`config.mk`:
```
export PLATFORM = sky130hd
export DESIGN_NAME = bapm_page_match
export DESIGN_NICKNAME = d
export VERILOG_FILES = /design/src/core/bapm_pkg.sv /design/src/core/bapm_dme_tx.sv /design/src/core/bapm_fifo.sv /design/src/core/bapm_page_match.sv
export VERILOG_INCLUDE_DIRS = /design/src /design/src/core
export SDC_FILE = /design/constraint.sdc
export NUM_CORES = 1
export LEC_CHECK = 0
export ABC_AREA = 1
export ABC_CLOCK_PERIOD_IN_PS = 6750
export BUFFER_PORTS_ARGS = -buffer_cell sky130_fd_sc_hd__buf_4
export CORE_AREA = 2 2 215 217
export CTS_CLUSTER_SIZE = 12
export DETAILED_ROUTE_END_ITERATION = 10
export DIE_AREA = 0 0 217 219
export PLACE_DENSITY = 0.79
export SKIP_LAST_GASP = 1
export SYNTH_ARGS = -nofsm -noshare
export SYNTH_HDL_FRONTEND = slang
export SYNTH_SLANG_ARGS = --single-unit
```
`constraint.sdc`:
```
create_clock -name ref_clk_i -period 6.75 [get_ports ref_clk_i]
set_input_delay 1.35 -clock ref_clk_i [delete_from_list [all_inputs] [get_ports ref_clk_i]]
set_output_delay 1.35 -clock ref_clk_i [all_outputs]
set_load 0.02 [all_outputs]
```
`src/core/bapm_regs.svh`:
```
// Register offsets, field positions, reset values and timing counts for the page logic
// Summary of operation
// Bit 49 comes from a 7-stage PRBS, polynomial x7+x3+1 or x7+x6+1 selectable.
// The bit-49 generator advances every page so repeated pages vary.
// Page bits are differential Manchester coded; ones add a mid-cell transition.
// Next-page exchange is always supported.
// Next pages sent are null message or unformatted pages.
// Next pages carry correct toggle and acknowledge; exchange ends when both more_pages_flag clear.
// Page agreement after three consecutive identical codewords, acknowledge ignored.
// Agreement with foreign nonce leaves ability detect and sets transmitted acknowledge.
// Alternating differing codewords never give agreement; acknowledge stays clear.
// Own nonce received means silence for break-link time, then base page again.
// Acknowledge seen after three consecutive codewords with acknowledge set.
// A new 5-bit nonce is drawn on every entry to ability detect.
// Echoed nonce field is zero while transmitted acknowledge is zero.
// Acknowledged codeword differing from agreed one clears consistency, goes to disable; the code checks this for base pages only, not next pages.
// Acknowledgement finishes after six to eight pages sent with acknowledge set.
// Break-link silence is a configurable cycle count.
// Match counters restart whenever a received codeword differs from the previous one; the ability count ignores acknowledge.
`ifndef BAPM_REGS_SVH
`define BAPM_REGS_SVH
`define BAPM_ADR_CTRL 4'h0
`define BAPM_ADR_BASE_LO 4'h1
`define BAPM_ADR_BASE_HI 4'h2
`define BAPM_ADR_NP_LO 4'h3
`define BAPM_ADR_NP_HI 4'h4
`define BAPM_ADR_BRK 4'h5
`define BAPM_ADR_STAT 4'h6
`define BAPM_ADR_RXLO 4'h7
`define BAPM_ADR_RXHI 4'h8
`define BAPM_CTRL_EN 0
`define BAPM_CTRL_POLY 1
`define BAPM_CTRL_NP 2
`define BAPM_CTRL_UNF 3
`define BAPM_BIT_ACK 14
`define BAPM_BIT_NP 15
`define BAPM_BIT_TOG 11
`define BAPM_EN_LSB 5
`define BAPM_TN_LSB 16
`define BAPM_NONCE_W 5
`define BAPM_MATCH_CNT 2'h3
`define BAPM_ACK_MIN 4'h6
`define BAPM_BRK_RST 32'h0000_0fff
`define BAPM_CELL_NS 32'd64
`define BAPM_CLK_NS 32'd10
`define BAPM_HALF_CYC ((`BAPM_CELL_NS / `BAPM_CLK_NS) / 32'd2)
`define BAPM_PAGE_BITS 6'h31
`define BAPM_NULL_MSG 11'h001
`endif

```
`src/core/bapm_pkg.sv`:
```
// Types shared by the page logic
package bapm_pkg;
  typedef enum logic [2:0] {
    ST_DISABLE = 3'b000,
    ST_ABILITY = 3'b001,
    ST_ACK_DET = 3'b010,
    ST_CMPL_ACK = 3'b011,
    ST_NP_WAIT = 3'b100,
    ST_GOOD = 3'b101
  } bapm_arb_e;
  typedef logic [47:0] bapm_word_t;
endpackage : bapm_pkg

```
`src/core/bapm_dme_tx.sv`:
```
// Differential Manchester serialiser for one 49-bit page
`timescale 1ns/1ps
`include "bapm_regs.svh"
module bapm_dme_tx (
  // Clock and reset
  input wire logic ref_clk_i,
  input wire logic srst_i,
  // Page request
  input wire logic start_i,
  input wire logic [48:0] page_i,
  output logic busy_o,
  output logic done_o,
  // Line
  output logic line_o
);
  logic [48:0] sh_ff;
  logic [5:0] bits_ff;
  logic [7:0] half_ff;
  logic mid_ff;
  logic line_ff;

  assign busy_o = (bits_ff != 6'h00);
  assign line_o = line_ff;

  // Cell timing and level flips at every boundary and for ones mid-cell
  always_ff @(posedge ref_clk_i) begin
    if (srst_i) begin
      sh_ff <= '0;
      bits_ff <= 6'h00;
      half_ff <= 8'h00;
      mid_ff <= 1'b0;
      line_ff <= 1'b0;
      done_o <= 1'b0;
    end else begin
      done_o <= 1'b0;
      if (!busy_o) begin
        if (start_i) begin
          sh_ff <= page_i;
          bits_ff <= `BAPM_PAGE_BITS;
          half_ff <= 8'(`BAPM_HALF_CYC - 32'd1);
          mid_ff <= 1'b0;
          line_ff <= ~line_ff;
        end
      end else if (half_ff != 8'h00) begin
        half_ff <= half_ff - 8'h01;
      end else begin
        half_ff <= 8'(`BAPM_HALF_CYC - 32'd1);
        mid_ff <= ~mid_ff;
        if (!mid_ff) begin
          if (sh_ff[0]) begin
            line_ff <= ~line_ff;
          end
        end else begin
          sh_ff <= {1'b0, sh_ff[48:1]};
          bits_ff <= bits_ff - 6'h01;
          if (bits_ff == 6'h01) begin
            done_o <= 1'b1;
          end else begin
            line_ff <= ~line_ff;
          end
        end
      end
    end
  end
endmodule : bapm_dme_tx

```
`src/core/bapm_fifo.sv`:
```
// Small valid/ready FIFO for received codewords
`timescale 1ns/1ps
module bapm_fifo #(
  parameter int WIDTH = 48,
  parameter int DEPTH = 4
) (
  // Clock and reset
  input wire logic ref_clk_i,
  input wire logic srst_i,
  // Fill side
  input wire logic in_valid_i,
  output logic in_ready_o,
  input wire logic [WIDTH-1:0] in_data_i,
  // Drain side
  output logic out_valid_o,
  input wire logic out_ready_i,
  output logic [WIDTH-1:0] out_data_o
);
  localparam int AW = $clog2(DEPTH);
  logic [WIDTH-1:0] mem_ff [DEPTH];
  logic [AW-1:0] wr_ff;
  logic [AW-1:0] rd_ff;
  logic [AW:0] cnt_ff;
  logic push;
  logic pop;
  logic [AW:0] nxt_cnt;
  logic ready_ff;

  // Handshakes and honest flags; ready is registered from the next fill count
  assign in_ready_o = ready_ff;
  assign nxt_cnt = cnt_ff + {{AW{1'b0}}, push} - {{AW{1'b0}}, pop};
  assign out_valid_o = (cnt_ff != '0);
  assign out_data_o = mem_ff[rd_ff];
  assign push = in_valid_i && in_ready_o;
  assign pop = out_valid_o && out_ready_i;

  // Storage
  always_ff @(posedge ref_clk_i) begin
    if (push) begin
      mem_ff[wr_ff] <= in_data_i;
    end
  end

  // Pointers and fill count
  always_ff @(posedge ref_clk_i) begin
    if (srst_i) begin
      wr_ff <= '0;
      rd_ff <= '0;
      cnt_ff <= '0;
      ready_ff <= 1'b0;
    end else begin
      if (push) begin
        wr_ff <= (int'(wr_ff) == DEPTH - 1) ? '0 : wr_ff + 1'b1;
      end
      if (pop) begin
        rd_ff <= (int'(rd_ff) == DEPTH - 1) ? '0 : rd_ff + 1'b1;
      end
      cnt_ff <= nxt_cnt;
      ready_ff <= (int'(nxt_cnt) < DEPTH);
    end
  end
endmodule : bapm_fifo

```
`src/core/bapm_page_match.sv`:
```
// Auto-negotiation page builder, matcher and arbitration core with Wishbone registers
`timescale 1ns/1ps
`include "bapm_regs.svh"
module bapm_page_match (
  // Clock and reset
  input wire logic ref_clk_i,
  input wire logic srst_i,
  // Wishbone slave
  input wire logic wb_cyc_i,
  input wire logic wb_stb_i,
  input wire logic wb_we_i,
  input wire logic [5:0] wb_adr_i,
  input wire logic [3:0] wb_sel_i,
  input wire logic [31:0] wb_dat_i,
  output logic [31:0] wb_dat_o,
  output logic wb_ack_o,
  // Received codewords from the page receiver
  input wire logic rx_valid_i,
  input wire logic [47:0] rx_word_i,
  output logic rx_ready_o,
  // Transmit line
  output logic tx_line_o,
  output logic tx_en_o,
  // State view
  output logic [2:0] arb_state_o
);
  bapm_pkg::bapm_arb_e st_ff;
  logic [3:0] ctrl_ff;
  logic [47:0] base_ff;
  logic [47:0] npg_ff;
  logic [31:0] brk_ff;
  logic [31:0] brk_cnt_ff;
  logic [6:0] prbs_ff;
  logic [4:0] nonce_ff;
  logic [4:0] nrng_ff;
  logic [47:0] last_ff;
  logic [47:0] agreed_ff;
  logic [47:0] rxlog_ff;
  logic [1:0] abil_cnt_ff;
  logic [1:0] ack_cnt_ff;
  logic [3:0] sent_ack_ff;
  logic [3:0] ack_goal_ff;
  logic tx_ack_ff;
  logic tog_ff;
  logic lp_np_ff;
  logic cons_ff;
  logic np_phase_ff;
  logic tx_line_ff;
  logic tx_en_ff;
  logic ack_ff;
  logic [31:0] rdat_ff;
  logic [47:0] fw;
  logic fvalid;
  logic pop;
  logic same;
  logic abil_hit;
  logic ack_hit;
  logic tx_start;
  logic tx_busy;
  logic tx_done;
  logic dme_line;
  logic [47:0] cur_pg;
  logic [48:0] tx_page;
  logic wr;
  logic [3:0] idx;
  logic [31:0] wcur;
  logic [31:0] wnew;
  logic dme_rst;

  // Codeword with acknowledge removed for comparisons
  function automatic logic [47:0] strip_ack(input logic [47:0] w);
    strip_ack = w & ~(48'h1 << `BAPM_BIT_ACK);
  endfunction : strip_ack

  // Codeword without acknowledge and echoed nonce, for the consistency test
  function automatic logic [47:0] strip_echo(input logic [47:0] w);
    strip_echo = strip_ack(w) & ~(48'h1f << `BAPM_EN_LSB);
  endfunction : strip_echo

  // Byte-lane write merge
  function automatic logic [31:0] merge(input logic [31:0] o, input logic [31:0] n,
                                        input logic [3:0] s);
    for (int i = 0; i < 4; i++) begin
      merge[i*8 +: 8] = s[i] ? n[i*8 +: 8] : o[i*8 +: 8];
    end
  endfunction : merge

  // Received codeword buffer
  bapm_fifo #(.WIDTH(48), .DEPTH(4)) u_fifo (
    .ref_clk_i(ref_clk_i),
    .srst_i(srst_i),
    .in_valid_i(rx_valid_i),
    .in_ready_o(rx_ready_o),
    .in_data_i(rx_word_i),
    .out_valid_o(fvalid),
    .out_ready_i(pop),
    .out_data_o(fw)
  );

  // Serialiser, held idle while transmission is off so a cut page stops at once
  assign dme_rst = srst_i || !tx_en_ff;
  bapm_dme_tx u_dme (
    .ref_clk_i(ref_clk_i),
    .srst_i(dme_rst),
    .start_i(tx_start),
    .page_i(tx_page),
    .busy_o(tx_busy),
    .done_o(tx_done),
    .line_o(dme_line)
  );

  // One codeword is judged per cycle while the arbiter is live
  assign pop = fvalid && (st_ff != bapm_pkg::ST_DISABLE);
  assign same = (strip_ack(fw) == strip_ack(last_ff));
  assign abil_hit = pop && same && (abil_cnt_ff == `BAPM_MATCH_CNT - 2'h1);
  assign ack_hit = pop && fw[`BAPM_BIT_ACK] && (fw == last_ff)
    && (ack_cnt_ff == `BAPM_MATCH_CNT - 2'h1);

  // Page contents: base or next page, acknowledge and echoed nonce
  always_comb begin
    cur_pg = np_phase_ff ? npg_ff : base_ff;
    if (np_phase_ff) begin
      if (!ctrl_ff[`BAPM_CTRL_UNF]) begin
        cur_pg[10:0] = `BAPM_NULL_MSG;
      end
      cur_pg[12] = ~ctrl_ff[`BAPM_CTRL_UNF];
      cur_pg[`BAPM_BIT_TOG] = tog_ff;
    end else begin
      cur_pg[`BAPM_TN_LSB +: `BAPM_NONCE_W] = nonce_ff;
      cur_pg[`BAPM_EN_LSB +: `BAPM_NONCE_W] = tx_ack_ff ? last_ff[`BAPM_TN_LSB +: 5] : 5'h00;
    end
    cur_pg[`BAPM_BIT_ACK] = tx_ack_ff;
    cur_pg[`BAPM_BIT_NP] = np_phase_ff ? npg_ff[`BAPM_BIT_NP] : ctrl_ff[`BAPM_CTRL_NP];
    tx_page = {prbs_ff[6], cur_pg};
  end
  assign tx_start = !tx_busy && tx_en_ff && (st_ff != bapm_pkg::ST_DISABLE);

  // Bit-49 generator steps once per page
  always_ff @(posedge ref_clk_i) begin
    if (srst_i) begin
      prbs_ff <= 7'h7f;
    end else if (tx_done) begin
      prbs_ff <= {prbs_ff[5:0], ctrl_ff[`BAPM_CTRL_POLY] ? (prbs_ff[6] ^ prbs_ff[5])
        : (prbs_ff[6] ^ prbs_ff[2])};
    end
  end

  // Free-running nonce source
  always_ff @(posedge ref_clk_i) begin
    if (srst_i) begin
      nrng_ff <= 5'h00;
    end else begin
      nrng_ff <= nrng_ff + 5'h01;
    end
  end

  // Match counters restart on any change of codeword; the ability count ignores a change of acknowledge alone
  always_ff @(posedge ref_clk_i) begin
    if (srst_i) begin
      last_ff <= '0;
      abil_cnt_ff <= 2'h0;
      ack_cnt_ff <= 2'h0;
    end else if (pop) begin
      last_ff <= fw;
      if (!same) begin
        abil_cnt_ff <= 2'h1;
      end else if (abil_cnt_ff != `BAPM_MATCH_CNT) begin
        abil_cnt_ff <= abil_cnt_ff + 2'h1;
      end
      if (!fw[`BAPM_BIT_ACK] || fw != last_ff) begin
        ack_cnt_ff <= {1'b0, fw[`BAPM_BIT_ACK]};
      end else if (ack_cnt_ff != `BAPM_MATCH_CNT) begin
        ack_cnt_ff <= ack_cnt_ff + 2'h1;
      end
    end
  end

  // Arbitration
  always_ff @(posedge ref_clk_i) begin
    if (srst_i) begin
      st_ff <= bapm_pkg::ST_DISABLE;
      nonce_ff <= 5'h00;
      tx_ack_ff <= 1'b0;
      tx_en_ff <= 1'b0;
      brk_cnt_ff <= '0;
      agreed_ff <= '0;
      cons_ff <= 1'b1;
      sent_ack_ff <= 4'h0;
      ack_goal_ff <= `BAPM_ACK_MIN;
      tog_ff <= 1'b0;
      lp_np_ff <= 1'b0;
      np_phase_ff <= 1'b0;
    end else begin
      unique case (st_ff)
        bapm_pkg::ST_DISABLE: begin
          tx_en_ff <= 1'b0;
          tx_ack_ff <= 1'b0;
          np_phase_ff <= 1'b0;
          if (brk_cnt_ff != '0) begin
            brk_cnt_ff <= brk_cnt_ff - 32'd1;
          end else if (ctrl_ff[`BAPM_CTRL_EN]) begin
            st_ff <= bapm_pkg::ST_ABILITY;
            nonce_ff <= nrng_ff ^ prbs_ff[4:0];
            tx_en_ff <= 1'b1;
            cons_ff <= 1'b1;
          end
        end
        bapm_pkg::ST_ABILITY: begin
          if (abil_hit && fw[`BAPM_TN_LSB +: 5] == nonce_ff) begin
            st_ff <= bapm_pkg::ST_DISABLE;
            brk_cnt_ff <= brk_ff;
            tx_en_ff <= 1'b0;
          end else if (abil_hit) begin
            st_ff <= bapm_pkg::ST_ACK_DET;
            tx_ack_ff <= 1'b1;
            agreed_ff <= strip_ack(fw);
            lp_np_ff <= fw[`BAPM_BIT_NP];
          end
        end
        bapm_pkg::ST_ACK_DET: begin
          if (ack_hit && strip_echo(fw) != strip_echo(agreed_ff) && !np_phase_ff) begin
            cons_ff <= 1'b0;
            st_ff <= bapm_pkg::ST_DISABLE;
            brk_cnt_ff <= brk_ff;
          end else if (ack_hit && !np_phase_ff
              && fw[`BAPM_EN_LSB +: 5] != nonce_ff) begin
            st_ff <= bapm_pkg::ST_DISABLE;
            brk_cnt_ff <= brk_ff;
          end else if (ack_hit) begin
            st_ff <= bapm_pkg::ST_CMPL_ACK;
            sent_ack_ff <= 4'h0;
            ack_goal_ff <= `BAPM_ACK_MIN + {2'h0, nrng_ff[1:0] == 2'h3 ? 2'h0 : nrng_ff[1:0]};
          end
        end
        bapm_pkg::ST_CMPL_ACK: begin
          if (tx_done) begin
            sent_ack_ff <= sent_ack_ff + 4'h1;
            if (sent_ack_ff + 4'h1 >= ack_goal_ff) begin
              tx_ack_ff <= 1'b0;
              if ((ctrl_ff[`BAPM_CTRL_NP] && !np_phase_ff) || (np_phase_ff
                  && npg_ff[`BAPM_BIT_NP]) || lp_np_ff) begin
                st_ff <= bapm_pkg::ST_NP_WAIT;
                if (np_phase_ff) begin
                  tog_ff <= ~tog_ff;
                end else begin
                  tog_ff <= base_ff[`BAPM_TN_LSB];
                end
                np_phase_ff <= 1'b1;
              end else begin
                st_ff <= bapm_pkg::ST_GOOD;
              end
            end
          end
        end
        bapm_pkg::ST_NP_WAIT: begin
          if (abil_hit) begin
            st_ff <= bapm_pkg::ST_ACK_DET;
            tx_ack_ff <= 1'b1;
            agreed_ff <= strip_ack(fw);
            lp_np_ff <= fw[`BAPM_BIT_NP];
          end
        end
        bapm_pkg::ST_GOOD: begin
          tx_en_ff <= 1'b0;
          if (!ctrl_ff[`BAPM_CTRL_EN]) begin
            st_ff <= bapm_pkg::ST_DISABLE;
          end
        end
        default: st_ff <= bapm_pkg::ST_DISABLE;
      endcase
    end
  end

  // Captured last codeword for software
  always_ff @(posedge ref_clk_i) begin
    if (srst_i) begin
      rxlog_ff <= '0;
    end else if (pop) begin
      rxlog_ff <= fw;
    end
  end

  // Wishbone slave: one wait cycle, ack for one cycle, write lands on the ack edge
  assign wr = wb_cyc_i && wb_stb_i && wb_we_i && ack_ff;
  assign idx = wb_adr_i[5:2];

  // Addressed word for reads and as the base of a byte-lane write
  always_comb begin
    unique case (idx)
      `BAPM_ADR_CTRL: wcur = {28'h0, ctrl_ff};
      `BAPM_ADR_BASE_LO: wcur = base_ff[31:0];
      `BAPM_ADR_BASE_HI: wcur = {16'h0, base_ff[47:32]};
      `BAPM_ADR_NP_LO: wcur = npg_ff[31:0];
      `BAPM_ADR_NP_HI: wcur = {16'h0, npg_ff[47:32]};
      `BAPM_ADR_BRK: wcur = brk_ff;
      `BAPM_ADR_STAT: wcur = {16'h0, 3'h0, nonce_ff, cons_ff, tx_ack_ff, np_phase_ff,
        tog_ff, abil_cnt_ff == `BAPM_MATCH_CNT, ack_cnt_ff == `BAPM_MATCH_CNT, 1'b0,
        st_ff == bapm_pkg::ST_GOOD};
      `BAPM_ADR_RXLO: wcur = rxlog_ff[31:0];
      `BAPM_ADR_RXHI: wcur = {16'h0, rxlog_ff[47:32]};
      default: wcur = 32'h0000_0000;
    endcase
    wnew = merge(wcur, wb_dat_i, wb_sel_i);
  end

  // Register file and read data
  always_ff @(posedge ref_clk_i) begin
    if (srst_i) begin
      ack_ff <= 1'b0;
      rdat_ff <= '0;
      ctrl_ff <= 4'h0;
      base_ff <= 48'h0000_0000_0001;
      npg_ff <= '0;
      brk_ff <= `BAPM_BRK_RST;
    end else begin
      ack_ff <= wb_cyc_i && wb_stb_i && !ack_ff;
      if (wr) begin
        unique case (idx)
          `BAPM_ADR_CTRL: ctrl_ff <= wnew[3:0];
          `BAPM_ADR_BASE_LO: base_ff[31:0] <= wnew;
          `BAPM_ADR_BASE_HI: base_ff[47:32] <= wnew[15:0];
          `BAPM_ADR_NP_LO: npg_ff[31:0] <= wnew;
          `BAPM_ADR_NP_HI: npg_ff[47:32] <= wnew[15:0];
          `BAPM_ADR_BRK: brk_ff <= wnew;
          default: ;
        endcase
      end
      rdat_ff <= wcur;
    end
  end
  assign wb_ack_o = ack_ff;
  assign wb_dat_o = rdat_ff;

  // Registered line outputs
  always_ff @(posedge ref_clk_i) begin
    if (srst_i) begin
      tx_line_ff <= 1'b0;
    end else begin
      tx_line_ff <= dme_line && tx_busy;
    end
  end
  assign tx_line_o = tx_line_ff;
  assign tx_en_o = tx_en_ff;
  assign arb_state_o = st_ff;
endmodule : bapm_page_match

```
==> results of run 1 <==
area by class of cell:
class / instances / area, um2
Timing Repair Buffer: 162 / 1216
Clock buffer: 96 / 1780
Inverter: 308 / 1161
Antenna cell: 1 / 2.502
Fill cell: 3655 / 14980
Tap cell: 600 / 750.7
Clock inverter: 15 / 181.4
Multi-Input combinational cell: 2342 / 11240
Sequential cell: 592 / 13780
kinds of logic after synthesis:
group / share of synthesized area [%]
AOI/OAI and AO/OA: 16.41
xor gates and xnor gates: 2.053
adders and majority gates: 1.192
buffers and inverters: 7.194
DFF: 51.25
muxes: 0.03725
and+or+nand+nor: 21.86
sequential cells by signal, summed over array words and instances, names as in the netlist, 7 cells and up, named ones only:
| name | cells |
|---|---|
| u_fifo.mem_ff | 192 |
| u_dme.sh_ff | 49 |
| base_ff | 48 |
| npg_ff | 48 |
| rxlog_ff | 48 |
| agreed_ff | 42 |
| brk_cnt_ff | 32 |
| brk_ff | 32 |
| wb_dat_o | 32 |
| u_dme.half_ff | 8 |
| prbs_ff | 7 |
routing by layer:
layer / global-route usage (%) / up-vias
li1: - / 11470
met2: 53.41 / 1215
met1: 39.96 / 11310
met5: 0 / -
met3: 6.417 / 288
met4: 21.14 / 6
how the worst max path moves through the flow:
| stage | start | end | slack, ns | cells past startpoint |
|---|---|---|---|---|
| floorplan | rx_valid_i | u_fifo.mem_ff[0][0] | 2.75 | 2 |
| global placement | wb_adr_i[2] | base_ff[46] | 2.56 | 14 |
| detailed placement | wb_adr_i[2] | npg_ff[46] | 2.47 | 14 |
| CTS | flop | brk_cnt_ff[9] | 2.64 | 20 |
| global route | u_dme.bits_ff[4] | u_dme.bits_ff[1] | 2.27 | 15 |
| finish | flop | brk_cnt_ff[9] | 2.55 | 20 |
where the power goes:
part / leakage, nW / internal (mW) / switching (mW)
clock network: 0.960 / 1.95 / 1.39
registers: 4.97 / 3.78 / 0.0697
logic: 6.10 / 0.281 / 0.545
total: 12.0 / 6.01 / 2.00
stage by stage:
| stage | util (%) | total power [mW] | instances |
|---|---|---|---|
| after floorplan | - | 4.495 | 3417 |
| after global placement | 62.42 | 4.698 | 4004 |
| after detailed placement | 62.42 | 4.732 | 4004 |
| after global routing | 66.77 | 8.286 | 4115 |
| final | 66.77 | 8.012 | 4116 |
| after CTS | 66.77 | 8.017 | 4115 |
worst register-to-register path, delay by kind of cell, from the launching register on:
kind	cells	cell delay, ns
and+or+nand+nor	16	2.20
buffers and inverters	4	1.59
DFF	1	0.33
placed cells by master, fill, tap and decap left out, drive strengths merged, types with 23 or more instances in the layout:
cell type and instances:
clkbuf 96, a211oi 23, o22ai 39, nor2 303
a21oi 278, nand2 880, xor2 50, a31oi 31
a221oi 24, edfxtp 192, nand3 214, inv 306
dfxtp 400, buf 162, ha 24, o21ai 374
cell usage after synthesis (all sizes together), types with 31 or more instances:
cell    number  share of area [%]
nand2      880                 12
a31oi       31               0.72
clkbuf     122                1.7
o21ai      374                7.0
edfxtp     192                 21
nand3      214                4.0
xor2        50                1.6
a21oi      278                5.2
nor2       303                4.3
inv        305                4.3
buf         53                1.2
o22ai       39               0.91
dfxtp      400                 30
==> impl_metrics.tcl, run 1 <==
set metrics [dict create \
    r2r_cells 20 \
    cts.sinks 592 \
    core_area_um2 45090 \
    dr.pass1.iters 7 \
    dpl_cell_area_um2 28140 \
    syn-num-nets 3538 \
    peakVddDrop_uv 236.6 \
    ys_ff_latch 592 \
    worstSkewPairLatency_ns 0.63 \
    cp_num_buf_inv 4 \
    via_count 24280 \
    r2r_slack_ns 2.55 \
    wl_met2_mm 36.67 \
    fin_crit_sh_pct 62.17 \
    whs_ns 0.4422 \
    hp-class "reg -> reg" \
    critPathRequiredTime_ns 7.31 \
    antenna_found_initial 3 \
    cpLargestDelayFamily "simple AND/OR/NAND/NOR gates" \
    setup_violations 0 \
    avgSynthCellArea_um2 7.864 \
    synth_edf_count 192 \
    syn-instance-count 3417 \
    crit_path_end_kind "flop" \
    globalplace.congestion 0.9937 \
    fin_crit_ns 4.197 \
    layout.nets 3588 \
    htree_levels 2 \
    whs_path_depth 2 \
    dr.max_layer_used "met5" \
    syn_to_final_growth_pct 12.04 \
    fin_tns_setup_ns 0 \
    grt_use_total_pct 32.80 \
    routed_via_density 5.899 \
    final_layout_size_suffix_gt1_share_pct 8.250 \
    worstReg2RegEnd "brk_cnt_ff[9]" \
    grt_pass1_vias 22960 \
    fmax_ghz 0.2383 \
    p_leak_nw 12.03 \
    rows 78 \
    dpl.hpwl_mm 53.18 \
    grt_pass1_wl_mm 121.8 \
    ant_nets 0 \
    yosysUniqueCellTypes 49 \
    drc 0 \
    drt-total-wl_mm 79.38 \
    crit_slowest_cell "inv_2" \
    criticalPathCategory "reg -> reg" \
    cp_common_cell "nand2_1" \
    boundaryPins 135 \
    die_x_um 217 \
    hold_violations 0 \
    io_buffers 132 \
    arrival_ns 4.75 \
    die-area_um2 47520 \
    clockBufferDepth 3 \
    clock_skew_ns 0.01414 \
    final_max_slew_viol_count 0 \
    grt_max_degree 171 \
    maxSlewHeadroom_pct 15.63 \
    dr.first_iter.drc_count 2849 \
    ys.flop_type "dfxtp_1" \
    max_cap_viol_count 0 \
    fin_ws_ns 2.554 \
    initial_core_util_pct 59.60 \
    cts_buffers 61 \
    min_from "u_dme.sh_ff[44]" \
    status "finished, final reports clean" \
    path_cells "inv_2, buf_4, nand2_1, nand3_1, nand2_1, nand2_1, nand2_1, inv_1, nand2_1, nor2_1, nand2_1, nor2_1, nand3_2, nor2_2, nand3_1, nand3_2, nand2_4, inv_2, nor2_1, nor2_1" \
    pre_cts_ws_ns 2.471 \
    wire_per_inst_um 19.29 \
    rsz0062_at_grt "no" \
    yosysWarnings 0 \
    gr-total-overflow 0 \
    drt-met1-wl_mm 30.33 \
    powerDensity_nw_per_um2 266.1 \
    cts_setup_buffers 0 \
    postCtsResizedCells 0 \
    hold_buffers 0 \
    cts_tree "done" \
    tightest_slew_ns 1.266 \
    seq_area_frac_synth_pct 51.25 \
    netlist_area_um2 26870 \
    root_buffer "clkbuf_16" \
    design_area_um2 30110 \
    hold_end "u_dme.sh_ff[44]" \
    cts.clk_slew.worst_paths_ns 0.06 \
    wl_met3_mm 7.173 \
    slowest_delay_ns 0.64 \
    cp-start-kind "flop" \
    die_h_um 219 \
    cp_max_fo 51 \
    synthArstFlopShare_pct 0 \
]
Power figures use the tool's default switching activity.
==> inputs of run 2 (changes only) <==
- ABC_CLOCK_PERIOD_IN_PS: 6750 -> 3800
- CORE_AREA: 2 2 215 217 -> 2 2 223 225
- DIE_AREA: 0 0 217 219 -> 0 0 225 227
- PLACE_DENSITY: 0.79 -> 0.77
- clock period: 6.75 -> 3.8 ns (I/O delays scaled with it)
==> run 2 against run 1 <==
Net effect: die area grew 7.5%; worst setup slack got worse by 2.2 ns; worst hold slack worse by 0.12 ns; via count fell by 1.7%; total power increased by 79%; count of clock-buffer cells in the layout increased by 2; largest cell class unchanged; clock skew up 0.013 ns; critical path depth shrank 1; combinational power is 80% higher; sequential share of layout area fell by 0.55 points; wire length shrank 1.7%.
==> impl_metrics.tcl, run 2 (synthesis results as in run 1) <==
set metrics [dict create \
    cp_max_fo 34 \
    drt-total-wl_mm 78.06 \
    gr-total-overflow 0 \
    arrival_ns 3.93 \
    wire_per_inst_um 18.75 \
    dpl.hpwl_mm 53.27 \
    fin_ws_ns 0.3971 \
    cp-start-kind "flop" \
    cts_tree "done" \
    clockBufferDepth 3 \
    syn_to_final_growth_pct 13.39 \
    hold_buffers 0 \
    cts.clk_slew.worst_paths_ns 0.06 \
    swShare_pct 24.82 \
    boundaryPins 135 \
    dr.first_iter.drc_count 2857 \
    cp_common_cell "nand2_1" \
    design_area_um2 30470 \
    hold_violations 0 \
    maxSlewHeadroom_pct 33.56 \
    via_count 23870 \
    criticalPathCategory "reg -> reg" \
    layout.nets 3612 \
    antenna_found_initial 4 \
    htree_levels 2 \
    routed_via_density 5.733 \
    p_leak_nw 12.22 \
    critPathRequiredTime_ns 4.32 \
    final_cell_mix "nand2_1, dfxtp_1, o21ai_0" \
    dr.pass1.iters 6 \
    fmax_ghz 0.2939 \
    fin_crit_ns 3.403 \
    cellInternalPower_mw 10.77 \
    grt_max_degree 100 \
    power_frac_comb_pct 10.4 \
    path_depth 19 \
    peakVddDrop_uv 409.5 \
    die-area_um2 51080 \
    cp_num_buf_inv 3 \
    largestRegisters "u_fifo.mem_ff: 192 flops, u_dme.sh_ff: 49 flops" \
    setup_violations 0 \
    fin_crit_sh_pct 89.55 \
    final_max_slew_viol_count 0 \
    worstSkewPairLatency_ns 0.63 \
    drc 0 \
    rsz0062_at_grt "no" \
    grt_pass1_vias 21780 \
    initial_core_util_pct 55.35 \
    dp.cells 4050 \
    clock_skew_ns 0.02755 \
    core_area_um2 48550 \
    cts.sinks 592 \
    powerDensity_nw_per_um2 470.2 \
    hp-class "in -> reg" \
    crit_slowest_cell "dfxtp_2" \
    fin_util_pct 62.77 \
    dpl_cell_area_um2 28460 \
    ant_nets 0 \
    globalplace.congestion 0.9600 \
    pwr-share-clk_pct 41.9 \
    grt_pass1_wl_mm 119.9 \
    p_switching_mw 3.556 \
    postCtsResizedCells 0 \
    r2r_slack_ns 0.40 \
    status "finished, final reports clean" \
    fin_tns_setup_ns 0 \
    max_cap_viol_count 0 \
    worstReg2RegEnd "brk_cnt_ff[17]" \
    path_cells "buf_4, nand2_1, nand3_1, nand2_1, nand2_1, nand2_1, inv_1, nand2_1, nor2_1, nand2_1, nor2_1, nand3_2, nor2_2, nand3_1, nand3_2, nand2_4, buf_4, o21ai_1, nor2_1" \
    regMostFlops "u_fifo.mem_ff" \
    cpLargestDelayFamily "simple AND/OR/NAND/NOR gates" \
    die_x_um 225 \
    io_buffers 132 \
    seq_power_share_pct 47.7 \
    r2r_cells 19 \
    pre_cts_ws_ns 0.4768 \
    instances_no_fill 4163 \
    final_layout_size_suffix_gt1_share_pct 8.986 \
    root_buffer "clkbuf_16" \
    crit_path_end_kind "flop" \
    tightest_slew_ns 0.9966 \
    grt_use_total_pct 30.33 \
    cts_buffers 61 \
    largest_reg_flops 192 \
    endpoint "brk_cnt_ff[17]" \
    die_h_um 227 \
    final_common_cell "nand2_1" \
    slowest_delay_ns 0.40 \
    cts_setup_buffers 0 \
    rows 81 \
]
## run 2: cell types whose count changed in the layout (fill, tap and decap cells not counted), moves of 2 or more
| cell | change |
|---|---|
| clkbuf_8 | +4 |
| buf_4 | +15 |
| clkbuf_1 | -4 |
| clkinv_2 | -3 |
| clkbuf_2 | +2 |
| buf_12 | +9 |
## run 2: cell type report
class                   instances  area (um2)
clock buffers                  98        1831
flip-flops and latches        592       13780
multi-input cells            2342       11240
fillers                      4172       18070
inverters                     308        1161
clock inverters                13       170.2
well taps                     622       778.2
diodes                          2       5.005
repair buffers                186        1509
## run 2: metal layers
layer  track usage (%)  part of all wire, %  up-vias
met2             48.81                   45     1128
met5                 0                0.033        -
met3             5.459                  9.3      257
met4             16.45                  5.6        4
li1                  -                    -    11520
met1             39.09                   40    10960
## run 2: metrics by stage
stage	power, mW	hold slack, ns
after CTS	14.35	0.2984
after global placement	8.391	0.4300
after floorplan	7.984	0.4208
after global routing	14.84	0.3121
after detailed placement	8.423	0.4339
final	14.33	0.3254
## run 2: worst min path at each step
stage | start | endpoint | cells past startpoint
final | rx_word_i[41] | u_fifo.mem_ff[3][41] | 1
after detailed placement | u_dme.sh_ff[33] | u_dme.sh_ff[33] | 2
after CTS | rx_word_i[41] | u_fifo.mem_ff[1][41] | 1
after floorplan | u_dme.sh_ff[19] | u_dme.sh_ff[19] | 2
after global routing | rx_word_i[27] | u_fifo.mem_ff[3][27] | 1
after global placement | u_dme.sh_ff[19] | u_dme.sh_ff[19] | 2
## run 2: worst register-to-register path, delay by kind of cell, from the launching register on
kind | cells | cell delay [ns]
AOI/OAI and AO/OA | 1 | 0.16
DFF | 1 | 0.40
buffers and inverters | 3 | 0.74
and+or+nand+nor | 15 | 2.01
## run 2: power by group through the flow
stage               sequential [mW]  clock [mW]  combinational, mW
global route                   6.85        6.31               1.68
detailed placement             6.97           0               1.46
global placement               6.96           0               1.43
CTS                            6.83        6.05               1.46
floorplan                      6.95           0               1.03
finish                         6.84        6.01               1.49
